File: src/rtl/iah_pkg.sv
// package of register map, field layouts and carrier structs for the host port
package iah_pkg;
  localparam logic [3:0] REG_PORT_B_IO          = 4'h0;
  localparam logic [3:0] REG_PORT_A_IO          = 4'h1;
  localparam logic [3:0] REG_PORT_B_DIRECTION   = 4'h2;
  localparam logic [3:0] REG_PORT_A_DIRECTION   = 4'h3;
  localparam logic [3:0] REG_TIMER1_COUNT_LOW   = 4'h4;
  localparam logic [3:0] REG_TIMER1_COUNT_HIGH  = 4'h5;
  localparam logic [3:0] REG_TIMER1_RELOAD_LOW  = 4'h6;
  localparam logic [3:0] REG_TIMER1_RELOAD_HIGH = 4'h7;
  localparam logic [3:0] REG_TIMER2_COUNT_LOW   = 4'h8;
  localparam logic [3:0] REG_TIMER2_COUNT_HIGH  = 4'h9;
  localparam logic [3:0] REG_SERIAL_SHIFTER     = 4'hA;
  localparam logic [3:0] REG_AUXILIARY_CONTROL  = 4'hB;
  localparam logic [3:0] REG_PERIPH_LINE_CTRL   = 4'hC;
  localparam logic [3:0] REG_INTERRUPT_FLAGS    = 4'hD;
  localparam logic [3:0] REG_INTERRUPT_ENABLES  = 4'hE;
  localparam logic [3:0] REG_PORT_A_IO_QUIET    = 4'hF;

  localparam logic [7:0] BYTE_ZERO   = 8'h00;
  localparam logic [15:0] WORD_ZERO  = 16'h0000;
  localparam logic [15:0] WORD_ONE   = 16'h0001;

  // auxiliary_control fields
  localparam int ACR_T1_PB7_OUT  = 7;
  localparam int ACR_T1_FREE_RUN = 6;
  localparam int ACR_T2_COUNT    = 5;
  localparam int ACR_PA_LATCH    = 0;
  // peripheral_line_control fields
  localparam int PCR_A_STROBE_EDGE = 0;
  localparam int PCR_A_HS_OUT_LO   = 2;
  localparam int PCR_A_HS_OUT_HI   = 3;
  localparam int PCR_B_STROBE_EDGE = 4;
  localparam int PCR_B_HS_OUT_LO   = 6;
  localparam int PCR_B_HS_OUT_HI   = 7;
  // interrupt flag and enable bit positions
  localparam int IRQ_A_HS     = 0;
  localparam int IRQ_A_STROBE = 1;
  localparam int IRQ_SHIFT    = 2;
  localparam int IRQ_B_HS     = 3;
  localparam int IRQ_B_STROBE = 4;
  localparam int IRQ_T2       = 5;
  localparam int IRQ_T1       = 6;
  localparam int IRQ_ANY      = 7;
  localparam int IER_SET_CLR  = 7;
  localparam int SHIFT_BITS   = 8;
  localparam logic [3:0] SHIFT_LAST = 4'h7;

  typedef struct packed {
    logic       sel_high;
    logic       sel_low_n;
    logic       rd_nwr;
    logic [3:0] reg_sel;
    logic [7:0] wdata;
  } iah_bus_s;

  typedef struct packed {
    logic [7:0] dout;
    logic [7:0] oe;
  } iah_port_s;

  typedef enum logic [2:0] {
    SH_IDLE  = 3'b001,
    SH_SHIFT = 3'b010,
    SH_DONE  = 3'b100
  } iah_shift_e;
endpackage : iah_pkg

File: src/rtl/iah_host_port.sv
// host-side register bank and pin control of the peripheral interface adapter
//
// Overview of operation
// - chip clear zeroes all registers except timer latches, counters and serial shifter.
// - after reset all lines are inputs, timers/shifter idle, interrupts blocked.
// - every bus transfer is taken on a core clock edge while the bus phase clock is high.
// - selected write stores the data bus byte into the addressed register.
// - selected read drives the addressed register onto the eight data lines.
// - data lines stay undriven during writes and whenever not selected.
// - selected only when select high is high and select low is low.
// - four select lines index sixteen registers: ports, timers, shifter, control.
// - index 4 and 8 write the low latch, read the low counter byte.
// - interrupt line low while any flag is set with its enable bit.
// - interrupt line is only pulled low or released, never driven high.
// - each port A pin is input or output by its own direction bit.
// - port A outputs follow output register; inputs may latch on strobe.
// - port A strobe and handshake lines each own a flag with enable.
// - port A strobe is input only; handshake line may be either.
// - port B pins use output and direction registers just like port A.
// - when programmed, timer one drives port B top pin instead.
// - when programmed, timer two counts pulses on port B count pin.
// - port B strobe and handshake lines each own a flag with enable.
// - serial shifter uses port B strobe and handshake lines as clock/data.
// - direction bit 0 makes a pin input, 1 makes it output.
// - output bits of input pins are stored but do not move pins.
// - port B read returns output register bits for output pins.
// - writing timer one high counter loads low from latch and starts.
`timescale 1ns/1ns
`default_nettype none
module iah_host_port
  import iah_pkg::*;
(
  // clock and reset
  input  wire logic            core_clk_i,
  input  wire logic            rst_i,
  // processor bus, sampled on the bus phase enable
  input  wire logic            bus_phase_clock_i,
  input  wire iah_pkg::iah_bus_s bus_i,
  output logic [7:0]           data_bus_lines_o,
  output logic [7:0]           data_bus_lines_oe_o,
  output logic                 interrupt_request_line_o,
  output logic                 interrupt_request_line_oe_o,
  // port a
  input  wire logic [7:0]      port_a_pins_i,
  output logic [7:0]           port_a_pins_o,
  output logic [7:0]           port_a_pins_oe_o,
  input  wire logic            port_a_strobe_in_i,
  input  wire logic            port_a_handshake_line_i,
  output logic                 port_a_handshake_line_o,
  output logic                 port_a_handshake_line_oe_o,
  // port b
  input  wire logic [7:0]      port_b_pins_i,
  output logic [7:0]           port_b_pins_o,
  output logic [7:0]           port_b_pins_oe_o,
  input  wire logic            port_b_strobe_in_i,
  output logic                 port_b_strobe_in_o,
  output logic                 port_b_strobe_in_oe_o,
  input  wire logic            port_b_handshake_line_i,
  output logic                 port_b_handshake_line_o,
  output logic                 port_b_handshake_line_oe_o
);
  import iah_pkg::*;

  localparam int TOP_PIN   = 7;
  localparam int COUNT_PIN = 6;

  function automatic logic is_port_a(input logic [3:0] idx);
    is_port_a = (idx == REG_PORT_A_IO) || (idx == REG_PORT_A_IO_QUIET);
  endfunction

  // clearable control state
  logic [7:0] ora_q, ora_d, orb_q, orb_d, port_a_direction_q, port_a_direction_d, port_b_direction_q, port_b_direction_d;
  logic [7:0] acr_q, acr_d, pcr_q, pcr_d, ier_q, ier_d, ira_q, ira_d;
  logic [6:0] ifr_q, ifr_d;
  logic       ca2_q, ca2_d, cb2_q, cb2_d, pb7_q, pb7_d;
  logic       t1_arm_q, t1_arm_d, t2_arm_q, t2_arm_d;
  logic       ca1_q, ca1_d, cb1_q, cb1_d, pb6_q, pb6_d;
  // preserved over chip clear
  logic [7:0]  t1_ll_q, t1_ll_d, t1_lh_q, t1_lh_d, t2_ll_q, t2_ll_d, sr_q, sr_d;
  logic [15:0] t1_q, t1_d, t2_q, t2_d;
  // serial shifter sequencer
  iah_shift_e  sh_q, sh_d;
  logic [3:0]  sh_cnt_q, sh_cnt_d;
  // registered outputs
  logic [7:0] dout_q, dout_d, doe_q, doe_d;
  logic       irq_oe_q, irq_oe_d;
  iah_port_s  pa_q, pa_d, pb_q, pb_d;
  logic       cb1o_q, cb1o_d, cb1oe_q, cb1oe_d;
  logic       cb2o_q, cb2o_d, cb2oe_q, cb2oe_d;
  // handshake line edge detectors for input mode
  logic       ca2i_q, ca2i_d, cb2i_q, cb2i_d;
  // flags raised this cycle; applied last so a set beats a clear
  logic [6:0] ifr_set;

  logic       sel, wr, rd;
  logic [3:0] idx;
  logic [7:0] rdata, ira_live, irb_live, ifr_full;
  logic       ca1_edge, cb1_edge, pb6_fall, t1_zero, t2_zero, shift_on;
  logic       ca2_in_edge, cb2_in_edge;

  assign sel      = bus_phase_clock_i && bus_i.sel_high && !bus_i.sel_low_n;
  assign wr       = sel && !bus_i.rd_nwr;
  assign rd       = sel && bus_i.rd_nwr;
  assign idx      = bus_i.reg_sel;
  assign ca1_edge = (port_a_strobe_in_i ^ ca1_q)
                    && (port_a_strobe_in_i == pcr_q[PCR_A_STROBE_EDGE]);
  assign cb1_edge = (port_b_strobe_in_i ^ cb1_q)
                    && (port_b_strobe_in_i == pcr_q[PCR_B_STROBE_EDGE]);
  assign pb6_fall = pb6_q && !port_b_pins_i[COUNT_PIN];
  // in input mode the low handshake control bit picks the active edge (1 rising)
  assign ca2_in_edge = (port_a_handshake_line_i ^ ca2i_q)
                       && (port_a_handshake_line_i == pcr_q[PCR_A_HS_OUT_LO]);
  assign cb2_in_edge = (port_b_handshake_line_i ^ cb2i_q)
                       && (port_b_handshake_line_i == pcr_q[PCR_B_HS_OUT_LO]);
  assign t1_zero  = (t1_q == WORD_ZERO);
  assign t2_zero  = (t2_q == WORD_ZERO);
  assign shift_on = (sh_q == SH_SHIFT);
  assign ira_live = acr_q[ACR_PA_LATCH] ? ira_q : port_a_pins_i;
  assign irb_live = (orb_q & port_b_direction_q) | (port_b_pins_i & ~port_b_direction_q);
  assign ifr_full = {|(ifr_q & ier_q[6:0]), ifr_q};

  // read multiplexer
  always_comb
  begin
    case (idx)
      REG_PORT_B_IO:          rdata = irb_live;
      REG_PORT_A_IO,
      REG_PORT_A_IO_QUIET:    rdata = ira_live;
      REG_PORT_B_DIRECTION:   rdata = port_b_direction_q;
      REG_PORT_A_DIRECTION:   rdata = port_a_direction_q;
      REG_TIMER1_COUNT_LOW:   rdata = t1_q[7:0];
      REG_TIMER1_COUNT_HIGH:  rdata = t1_q[15:8];
      REG_TIMER1_RELOAD_LOW:  rdata = t1_ll_q;
      REG_TIMER1_RELOAD_HIGH: rdata = t1_lh_q;
      REG_TIMER2_COUNT_LOW:   rdata = t2_q[7:0];
      REG_TIMER2_COUNT_HIGH:  rdata = t2_q[15:8];
      REG_SERIAL_SHIFTER:     rdata = sr_q;
      REG_AUXILIARY_CONTROL:  rdata = acr_q;
      REG_PERIPH_LINE_CTRL:   rdata = pcr_q;
      REG_INTERRUPT_FLAGS:    rdata = ifr_full;
      REG_INTERRUPT_ENABLES:  rdata = {1'b1, ier_q[6:0]};
      default:                rdata = BYTE_ZERO;
    endcase
  end

  // next state of registers, timers, handshakes and pins
  always_comb
  begin
    ora_d = ora_q; orb_d = orb_q; port_a_direction_d = port_a_direction_q; port_b_direction_d = port_b_direction_q;
    acr_d = acr_q; pcr_d = pcr_q; ier_d = ier_q; ifr_d = ifr_q; ira_d = ira_q;
    ca2_d = ca2_q; cb2_d = cb2_q; pb7_d = pb7_q;
    t1_arm_d = t1_arm_q; t2_arm_d = t2_arm_q;
    t1_ll_d = t1_ll_q; t1_lh_d = t1_lh_q; t2_ll_d = t2_ll_q; sr_d = sr_q;
    t1_d = t1_q - WORD_ONE;
    t2_d = t2_q;
    sh_d = sh_q; sh_cnt_d = sh_cnt_q;
    ca1_d = port_a_strobe_in_i;
    cb1_d = port_b_strobe_in_i;
    pb6_d = port_b_pins_i[COUNT_PIN];
    ca2i_d = port_a_handshake_line_i;
    cb2i_d = port_b_handshake_line_i;
    ifr_set = 7'h00;

    // timer 2: clock count or pulse count on the count pin
    if (acr_q[ACR_T2_COUNT])
    begin
      if (pb6_fall)
        t2_d = t2_q - WORD_ONE;
    end
    else
      t2_d = t2_q - WORD_ONE;
    if (t2_zero && t2_arm_q && (!acr_q[ACR_T2_COUNT] || pb6_fall))
    begin
      ifr_set[IRQ_T2] = 1'b1;
      t2_arm_d = 1'b0;
    end
    // timer 1 timeout and reload
    if (t1_zero)
    begin
      t1_d = {t1_lh_q, t1_ll_q};
      if (t1_arm_q)
      begin
        ifr_set[IRQ_T1] = 1'b1;
        pb7_d = !pb7_q;
        t1_arm_d = acr_q[ACR_T1_FREE_RUN];
      end
    end

    // strobe inputs set flags and release handshake outputs
    if (ca1_edge)
    begin
      ifr_set[IRQ_A_STROBE] = 1'b1;
      ca2_d = 1'b1;
      if (acr_q[ACR_PA_LATCH])
        ira_d = port_a_pins_i;
    end
    if (!pcr_q[PCR_A_HS_OUT_HI] && ca2_in_edge)
      ifr_set[IRQ_A_HS] = 1'b1;
    if (cb1_edge && !shift_on)
    begin
      ifr_set[IRQ_B_STROBE] = 1'b1;
      cb2_d = 1'b1;
    end
    if (!pcr_q[PCR_B_HS_OUT_HI] && !shift_on && cb2_in_edge)
      ifr_set[IRQ_B_HS] = 1'b1;

    // serial shifter: shifts on the internal rate, clock on strobe b
    case (sh_q)
      SH_IDLE:  sh_cnt_d = 4'h0;
      SH_SHIFT:
      begin
        sr_d = {sr_q[6:0], sr_q[7]};
        sh_cnt_d = sh_cnt_q + 4'h1;
        if (sh_cnt_q == SHIFT_LAST)
          sh_d = SH_DONE;
      end
      SH_DONE:
      begin
        ifr_set[IRQ_SHIFT] = 1'b1;
        sh_d = SH_IDLE;
      end
      default:  sh_d = SH_IDLE;
    endcase

    if (wr)
    begin
      case (idx)
        REG_PORT_B_IO:
        begin
          orb_d = bus_i.wdata;
          cb2_d = 1'b0;
          ifr_d[IRQ_B_STROBE] = 1'b0;
        end
        REG_PORT_A_IO, REG_PORT_A_IO_QUIET:
        begin
          ora_d = bus_i.wdata;
          if (idx == REG_PORT_A_IO)
          begin
            ca2_d = 1'b0;
            ifr_d[IRQ_A_STROBE] = 1'b0;
          end
        end
        REG_PORT_B_DIRECTION:   port_b_direction_d = bus_i.wdata;
        REG_PORT_A_DIRECTION:   port_a_direction_d = bus_i.wdata;
        REG_TIMER1_COUNT_LOW,
        REG_TIMER1_RELOAD_LOW:  t1_ll_d = bus_i.wdata;
        REG_TIMER1_COUNT_HIGH:
        begin
          t1_lh_d  = bus_i.wdata;
          t1_d     = {bus_i.wdata, t1_ll_q};
          t1_arm_d = 1'b1;
          pb7_d    = 1'b0;
          ifr_d[IRQ_T1] = 1'b0;
        end
        REG_TIMER1_RELOAD_HIGH:
        begin
          t1_lh_d = bus_i.wdata;
          ifr_d[IRQ_T1] = 1'b0;
        end
        REG_TIMER2_COUNT_LOW:   t2_ll_d = bus_i.wdata;
        REG_TIMER2_COUNT_HIGH:
        begin
          t2_d = {bus_i.wdata, t2_ll_q};
          t2_arm_d = 1'b1;
          ifr_d[IRQ_T2] = 1'b0;
        end
        REG_SERIAL_SHIFTER:
        begin
          sr_d = bus_i.wdata;
          sh_d = SH_SHIFT;
          ifr_d[IRQ_SHIFT] = 1'b0;
        end
        REG_AUXILIARY_CONTROL:  acr_d = bus_i.wdata;
        REG_PERIPH_LINE_CTRL:   pcr_d = bus_i.wdata;
        REG_INTERRUPT_FLAGS:    ifr_d = ifr_d & ~bus_i.wdata[6:0];
        REG_INTERRUPT_ENABLES:
          if (bus_i.wdata[IER_SET_CLR])
            ier_d = ier_q | {1'b0, bus_i.wdata[6:0]};
          else
            ier_d = ier_q & ~{1'b0, bus_i.wdata[6:0]};
        default:                ier_d = ier_q;
      endcase
    end
    else if (rd)
    begin
      case (idx)
        REG_PORT_B_IO:          ifr_d[IRQ_B_STROBE] = ifr_d[IRQ_B_STROBE] && cb1_edge;
        REG_PORT_A_IO:
        begin
          ifr_d[IRQ_A_STROBE] = ifr_d[IRQ_A_STROBE] && ca1_edge; // set wins over clear
          ca2_d = 1'b0;
        end
        REG_TIMER1_COUNT_LOW:   ifr_d[IRQ_T1] = ifr_d[IRQ_T1] && t1_zero && t1_arm_q;
        REG_TIMER2_COUNT_LOW:   ifr_d[IRQ_T2] = ifr_d[IRQ_T2] && t2_zero && t2_arm_q;
        default:                ifr_d = ifr_d;
      endcase
    end

    ifr_d = ifr_d | ifr_set;
    // pin drive, registered
    pa_d.oe   = port_a_direction_d;
    pa_d.dout = ora_d;
    pb_d.oe   = port_b_direction_d;
    pb_d.dout = orb_d;
    if (acr_d[ACR_T1_PB7_OUT])
    begin
      pb_d.oe[TOP_PIN]   = 1'b1;
      pb_d.dout[TOP_PIN] = pb7_d;
    end
    cb1o_d  = sh_q == SH_SHIFT ? sh_cnt_q[0] : 1'b0;
    cb1oe_d = (sh_d == SH_SHIFT);
    // serial data rides the handshake line while shifting, registered like every pin
    cb2o_d  = (sh_d == SH_SHIFT) ? sr_d[7] : cb2_d;
    cb2oe_d = pcr_d[PCR_B_HS_OUT_HI] || (sh_d == SH_SHIFT);
    irq_oe_d = |(ifr_d & ier_d[6:0]);
    dout_d = rd ? rdata : BYTE_ZERO;
    doe_d  = rd ? 8'hFF : BYTE_ZERO;
  end

  always_ff @(posedge core_clk_i)
  begin
    if (rst_i)
    begin
      ora_q <= BYTE_ZERO; orb_q <= BYTE_ZERO; port_a_direction_q <= BYTE_ZERO; port_b_direction_q <= BYTE_ZERO;
      acr_q <= BYTE_ZERO; pcr_q <= BYTE_ZERO; ier_q <= BYTE_ZERO; ira_q <= BYTE_ZERO;
      ifr_q <= 7'h00; ca2_q <= 1'b0; cb2_q <= 1'b0; pb7_q <= 1'b0;
      t1_arm_q <= 1'b0; t2_arm_q <= 1'b0; ca1_q <= 1'b0; cb1_q <= 1'b0; pb6_q <= 1'b0;
      sh_q <= SH_IDLE; sh_cnt_q <= 4'h0;
      dout_q <= BYTE_ZERO; doe_q <= BYTE_ZERO; irq_oe_q <= 1'b0;
      pa_q <= '0; pb_q <= '0; cb1o_q <= 1'b0; cb1oe_q <= 1'b0;
      cb2o_q <= 1'b0; cb2oe_q <= 1'b0; ca2i_q <= 1'b0; cb2i_q <= 1'b0;
    end
    else
    begin
      ora_q <= ora_d; orb_q <= orb_d; port_a_direction_q <= port_a_direction_d; port_b_direction_q <= port_b_direction_d;
      acr_q <= acr_d; pcr_q <= pcr_d; ier_q <= ier_d; ira_q <= ira_d;
      ifr_q <= ifr_d; ca2_q <= ca2_d; cb2_q <= cb2_d; pb7_q <= pb7_d;
      t1_arm_q <= t1_arm_d; t2_arm_q <= t2_arm_d;
      ca1_q <= ca1_d; cb1_q <= cb1_d; pb6_q <= pb6_d;
      sh_q <= sh_d; sh_cnt_q <= sh_cnt_d;
      dout_q <= dout_d; doe_q <= doe_d; irq_oe_q <= irq_oe_d;
      pa_q <= pa_d; pb_q <= pb_d; cb1o_q <= cb1o_d; cb1oe_q <= cb1oe_d;
      cb2o_q <= cb2o_d; cb2oe_q <= cb2oe_d; ca2i_q <= ca2i_d; cb2i_q <= cb2i_d;
    end
  end

  // timer latches, counters and shifter keep contents through chip clear
  always_ff @(posedge core_clk_i)
  begin
    t1_ll_q <= t1_ll_d;
    t1_lh_q <= t1_lh_d;
    t2_ll_q <= t2_ll_d;
    sr_q    <= sr_d;
    t1_q    <= t1_d;
    t2_q    <= t2_d;
  end

  assign data_bus_lines_o            = dout_q;
  assign data_bus_lines_oe_o         = doe_q;
  assign interrupt_request_line_o    = 1'b0;
  assign interrupt_request_line_oe_o = irq_oe_q;
  assign port_a_pins_o               = pa_q.dout;
  assign port_a_pins_oe_o            = pa_q.oe;
  assign port_a_handshake_line_o     = ca2_q;
  assign port_a_handshake_line_oe_o  = pcr_q[PCR_A_HS_OUT_HI];
  assign port_b_pins_o               = pb_q.dout;
  assign port_b_pins_oe_o            = pb_q.oe;
  assign port_b_strobe_in_o          = cb1o_q;
  assign port_b_strobe_in_oe_o       = cb1oe_q;
  assign port_b_handshake_line_o     = cb2o_q;
  assign port_b_handshake_line_oe_o  = cb2oe_q;
endmodule : iah_host_port
`default_nettype wire

File: config.mk
export PLATFORM = sky130hd
export DESIGN_NAME = iah_host_port
export DESIGN_NICKNAME = d
export VERILOG_FILES = /design/src/rtl/iah_pkg.sv /design/src/rtl/iah_host_port.sv
export SDC_FILE = /design/constraint.sdc
export NUM_CORES = 1
export LEC_CHECK = 0
export ABC_AREA = 0
export BUFFER_PORTS_ARGS = -buffer_cell sky130_fd_sc_hd__buf_4
export CAP_MARGIN = 30
export CORE_ASPECT_RATIO = 1.1
export CORE_MARGIN = 2
export CORE_UTILIZATION = 30
export DETAILED_ROUTE_END_ITERATION = 7
export SETUP_SLACK_MARGIN = 0.15
export SYNTH_ARGS = -nofsm -noshare
export SYNTH_HDL_FRONTEND = slang
export SYNTH_SLANG_ARGS = --single-unit
export TNS_END_PERCENT = 30
File: constraint.sdc
create_clock -name core_clk_i -period 2.8 [get_ports core_clk_i]
set_input_delay 0.56 -clock core_clk_i [delete_from_list [all_inputs] [get_ports core_clk_i]]
set_output_delay 0.56 -clock core_clk_i [all_outputs]
set_load 0.01 [all_outputs]
==> results by group <==
Drt
  – Post-route ant nets: 0
  – DR DRC count: 0
  – Via density: 5.354
  – Vias: approximately 7,400
  – DRT iter0 DRCs: 691
  – First-pass iteration count of the detailed router: 5
  – Drt wl/cell: approximately 21 µm
  – Post-Route WL: 29,080 µm

Run
  – Maximum Capacitance Violations: 0

Worst setup path
  – Setup CP Type: reg -> reg
  – Crit. End Element: flop
  – Worst-path cell chain: or3_1 > or4_1 > or3_1 > o22ai_1 > a21oi_1 > a41oi_1
  – WP data arrival: 2.72 ns
  – Cell mode on critical path: or3_1
  – CP top delay family: simple AND/OR/NAND/NOR gates
  – Max Fanout on Critical Path: 4
  – Max stage delay on crit path: around 0.44 ns
  – Reg2reg start: t2_q[8]$_DFF_P_
  – Critical Path RT: around 3.2 ns
  – Slowest-stage cell, CP: or3_1
  – Crit path from: t2_q[8]$_DFF_P_
  – Crit path buf inv count: 0
  – Critical path launch point type: flop

GRT
  – Largest net degree at the start of global routing: 52
  – Initial antenna violation count: 0
  – All-layer global routing usage: 0.2026
  – Gr ovfl total: 0
  – First-pass GRT wire length: between 40,000 and 50,000 µm
  – Vias in the first global route: around 7,000

Placed design
  – Pre-CTS setup slack: 0.3027 ns
  – Post-DP HPWL: about 21,000 µm
  – Dpl cells: 1,342
  – Placed cell area: between 9000 and 10,000 µm²
  – PortBufs: 92
  – GP Congestion: ~0.99

Synthesis
  – Synth Flop Type: dfxtp_1
  – Syn. warnings: 0
  – Ys async rst share: 0
  – Post-synth EDFFs: 24
  – Post-Syn Nets: 983
  – Mapped Cells: 940
  – Sequential share of the synthesized area: 0.4349
  – Register bit total from synthesis: roughly 170
  – Yosys cell types: 74
  – Mapped cell area: 8240 µm²
  – Syn_area_per_cell: 8.766 µm²

Die
  – Core Region: about 27,000 µm²
  – Initial Util: 0.3057
  – Die H: roughly 180 µm
  – Die X: between 150 and 200 µm
  – Die Area: slightly below 30,000 µm²
  – Rows: 63
  – IO Count: between 90 and 100

CTS
  – H-tree depth: 4
  – Clock sink count: around 170
  – Cts hold-fix bufs: 0
  – CTS tree: built
  – Clk root buf: clkbuf_16
  – Post_cts resized: 0
  – Worst-skew pair later-pin latency: approximately 0.44 ns
  – Number of CTS-inserted buffers: 17
  – Clock slew at reported path FFs: roughly 0.070 ns
  – Clock buffer depth: 2
  – Post-CTS setup buffer count: 0

Cells and area
  – Area grow syn2layout: 19.78%
  – Ant diodes: 0
  – Fin area: between 9000 and 10,000 µm²
  – Biggest regs: t1_q: 16 flops, t2_q: 16 flops
  – Filler cells: about 2,800
  – Most common cell after layout, fill and taps aside: dfxtp_1
  – Multi-input logic area: approximately 4200 µm²
  – Most frequent cells in the layout: 143 x dfxtp_1, 130 x buf_4, 118 x nand2_1
  – Sequential cell area: 3583 µm²
  – Util after Layout: 0.3661
  – Fin nets: ~1,000
  – Share of cells above drive strength 1: 0.1888
  – Fin cells: 1,374

Run status
  – Status: finished, final reports clean

Timing
  – Worst hold margin: between 0.3 and 0.4 ns
  – Clk_skew: 0.009371 ns
  – Worst-margin pin slew: approximately 0.75 ns
  – Final setup viols: 0
  – Slew Limit Fails: 0
  – Fmax: around 420 MHz
  – Hold Fails Final Rpt: 0
  – Final period util: 0.8462
  – Slew headroom: 0.4927
  – Final setup margin: roughly 0.43 ns
  – Unrepaired setup endpoints after global routing: false
  – Setup TNS: 0 ns
  – Tmin final: 2.369 ns

Power
  – Cell area power density: 655.6 nW/µm²
  – Pwr Total: between 6 and 7 mW
  – Worst vdd ir: 432.1 µV
  – Leakage Power: about 3.9 nW

Worst hold path
  – Hold Crit Class: in -> reg
  – Hold_sp: port_a_strobe_in_i
## path summary, 6_finish.rpt
path                                             to  slack [ns]  cells past startpoint
max          interrupt_request_line_oe_o$_SDFF_PP0_        0.43                      6
min                                ca1_q$_SDFF_PP0_        0.34                      2
max reg2reg  interrupt_request_line_oe_o$_SDFF_PP0_        0.43                      6
min reg2reg                   ira_q[7]$_SDFFE_PP0P_        0.46                      2
## report_power, final
part           switching, mW  internal [mW]  total [mW]
Sequential             0.370           2.65        3.02
Combinational          0.506          0.426       0.932
Clock                   1.11           1.41        2.52
Total                   1.99           4.49        6.47
## cells by family after synthesis
logic type / after synthesis / share of synthesized area
mux: 84 / 0.1067
compound gates: 206 / 0.1578
other cells: 1 / 0.0004551
flops: 167 / 0.4349
simple gates: 351 / 0.2054
buf+inv: 99 / 0.05846
fa+ha+maj: 5 / 0.007592
xor+xnor: 27 / 0.02870
## worst reg2reg max path, delay by kind of cell (launching register included)
kind,cells,cell delay (ns)
AO/OA/AOI/OAI,3,0.63
flip-flops,1,0.37
AND/OR/NAND/NOR,3,1.27
## routing by layer
metal  global-route usage  wire length (µm)  up-vias
met2               0.3385             13920      277
met4              0.07780              1086        0
met3              0.03996              1667       64
li1                     -                 -     3464
met1               0.2581             12400     3551
met5                    0                 0        -
## cell type report
type / count / area share
Tap cell: 357 / 0.04525
Inverter: 14 / 0.005324
Timing Repair Buffer: 130 / 0.09887
Clock buffer: 18 / 0.04563
Clock inverter: 14 / 0.01825
Multi-Input combinational cell: 674 / 0.4236
Sequential cell: 167 / 0.3630
## cell usage after synthesis (3+ instances only)
| cell | count | area, µm² |
|---|---|---|
| dfxtp_1 | 143 | 2863 |
| nand2_1 | 118 | 442.9 |
| nor2_1 | 109 | 409.1 |
| mux2i_1 | 71 | 710.7 |
| a21oi_1 | 68 | 340.3 |
| clkbuf_1 | 44 | 165.2 |
| o21ai_0 | 39 | 195.2 |
| edfxtp_1 | 24 | 720.7 |
| buf_4 | 23 | 172.7 |
| nand3_1 | 21 | 105.1 |
| a31oi_1 | 19 | 118.9 |
| nor2b_1 | 16 | 100.1 |
| xnor2_1 | 14 | 122.6 |
| buf_2 | 13 | 65.06 |
| inv_1 | 13 | 48.80 |
| nor3_1 | 13 | 65.06 |
| xor2_1 | 13 | 113.9 |
| a221oi_1 | 11 | 96.34 |
| mux2_2 | 11 | 123.9 |
| a22oi_1 | 9 | 67.56 |
| nand3b_1 | 9 | 67.56 |
| o22ai_1 | 9 | 56.30 |
| nand2b_1 | 8 | 50.05 |
| nand4_1 | 8 | 50.05 |
| and3_1 | 7 | 43.79 |
| or3_1 | 7 | 43.79 |
| a21o_1 | 6 | 45.04 |
| ha_1 | 5 | 62.56 |
| nor4_1 | 5 | 31.28 |
| o21ai_1 | 5 | 25.02 |
| a211oi_1 | 4 | 30.03 |
| buf_1 | 4 | 15.01 |
| or4_1 | 4 | 30.03 |
| a22o_1 | 3 | 26.28 |
| a311oi_1 | 3 | 26.28 |
| a32o_1 | 3 | 30.03 |
| nor3b_1 | 3 | 22.52 |
| nor4b_1 | 3 | 26.28 |
| o221ai_1 | 3 | 26.28 |
| o22a_1 | 3 | 26.28 |
No activity file was read; power rests on OpenSTA's default activity.
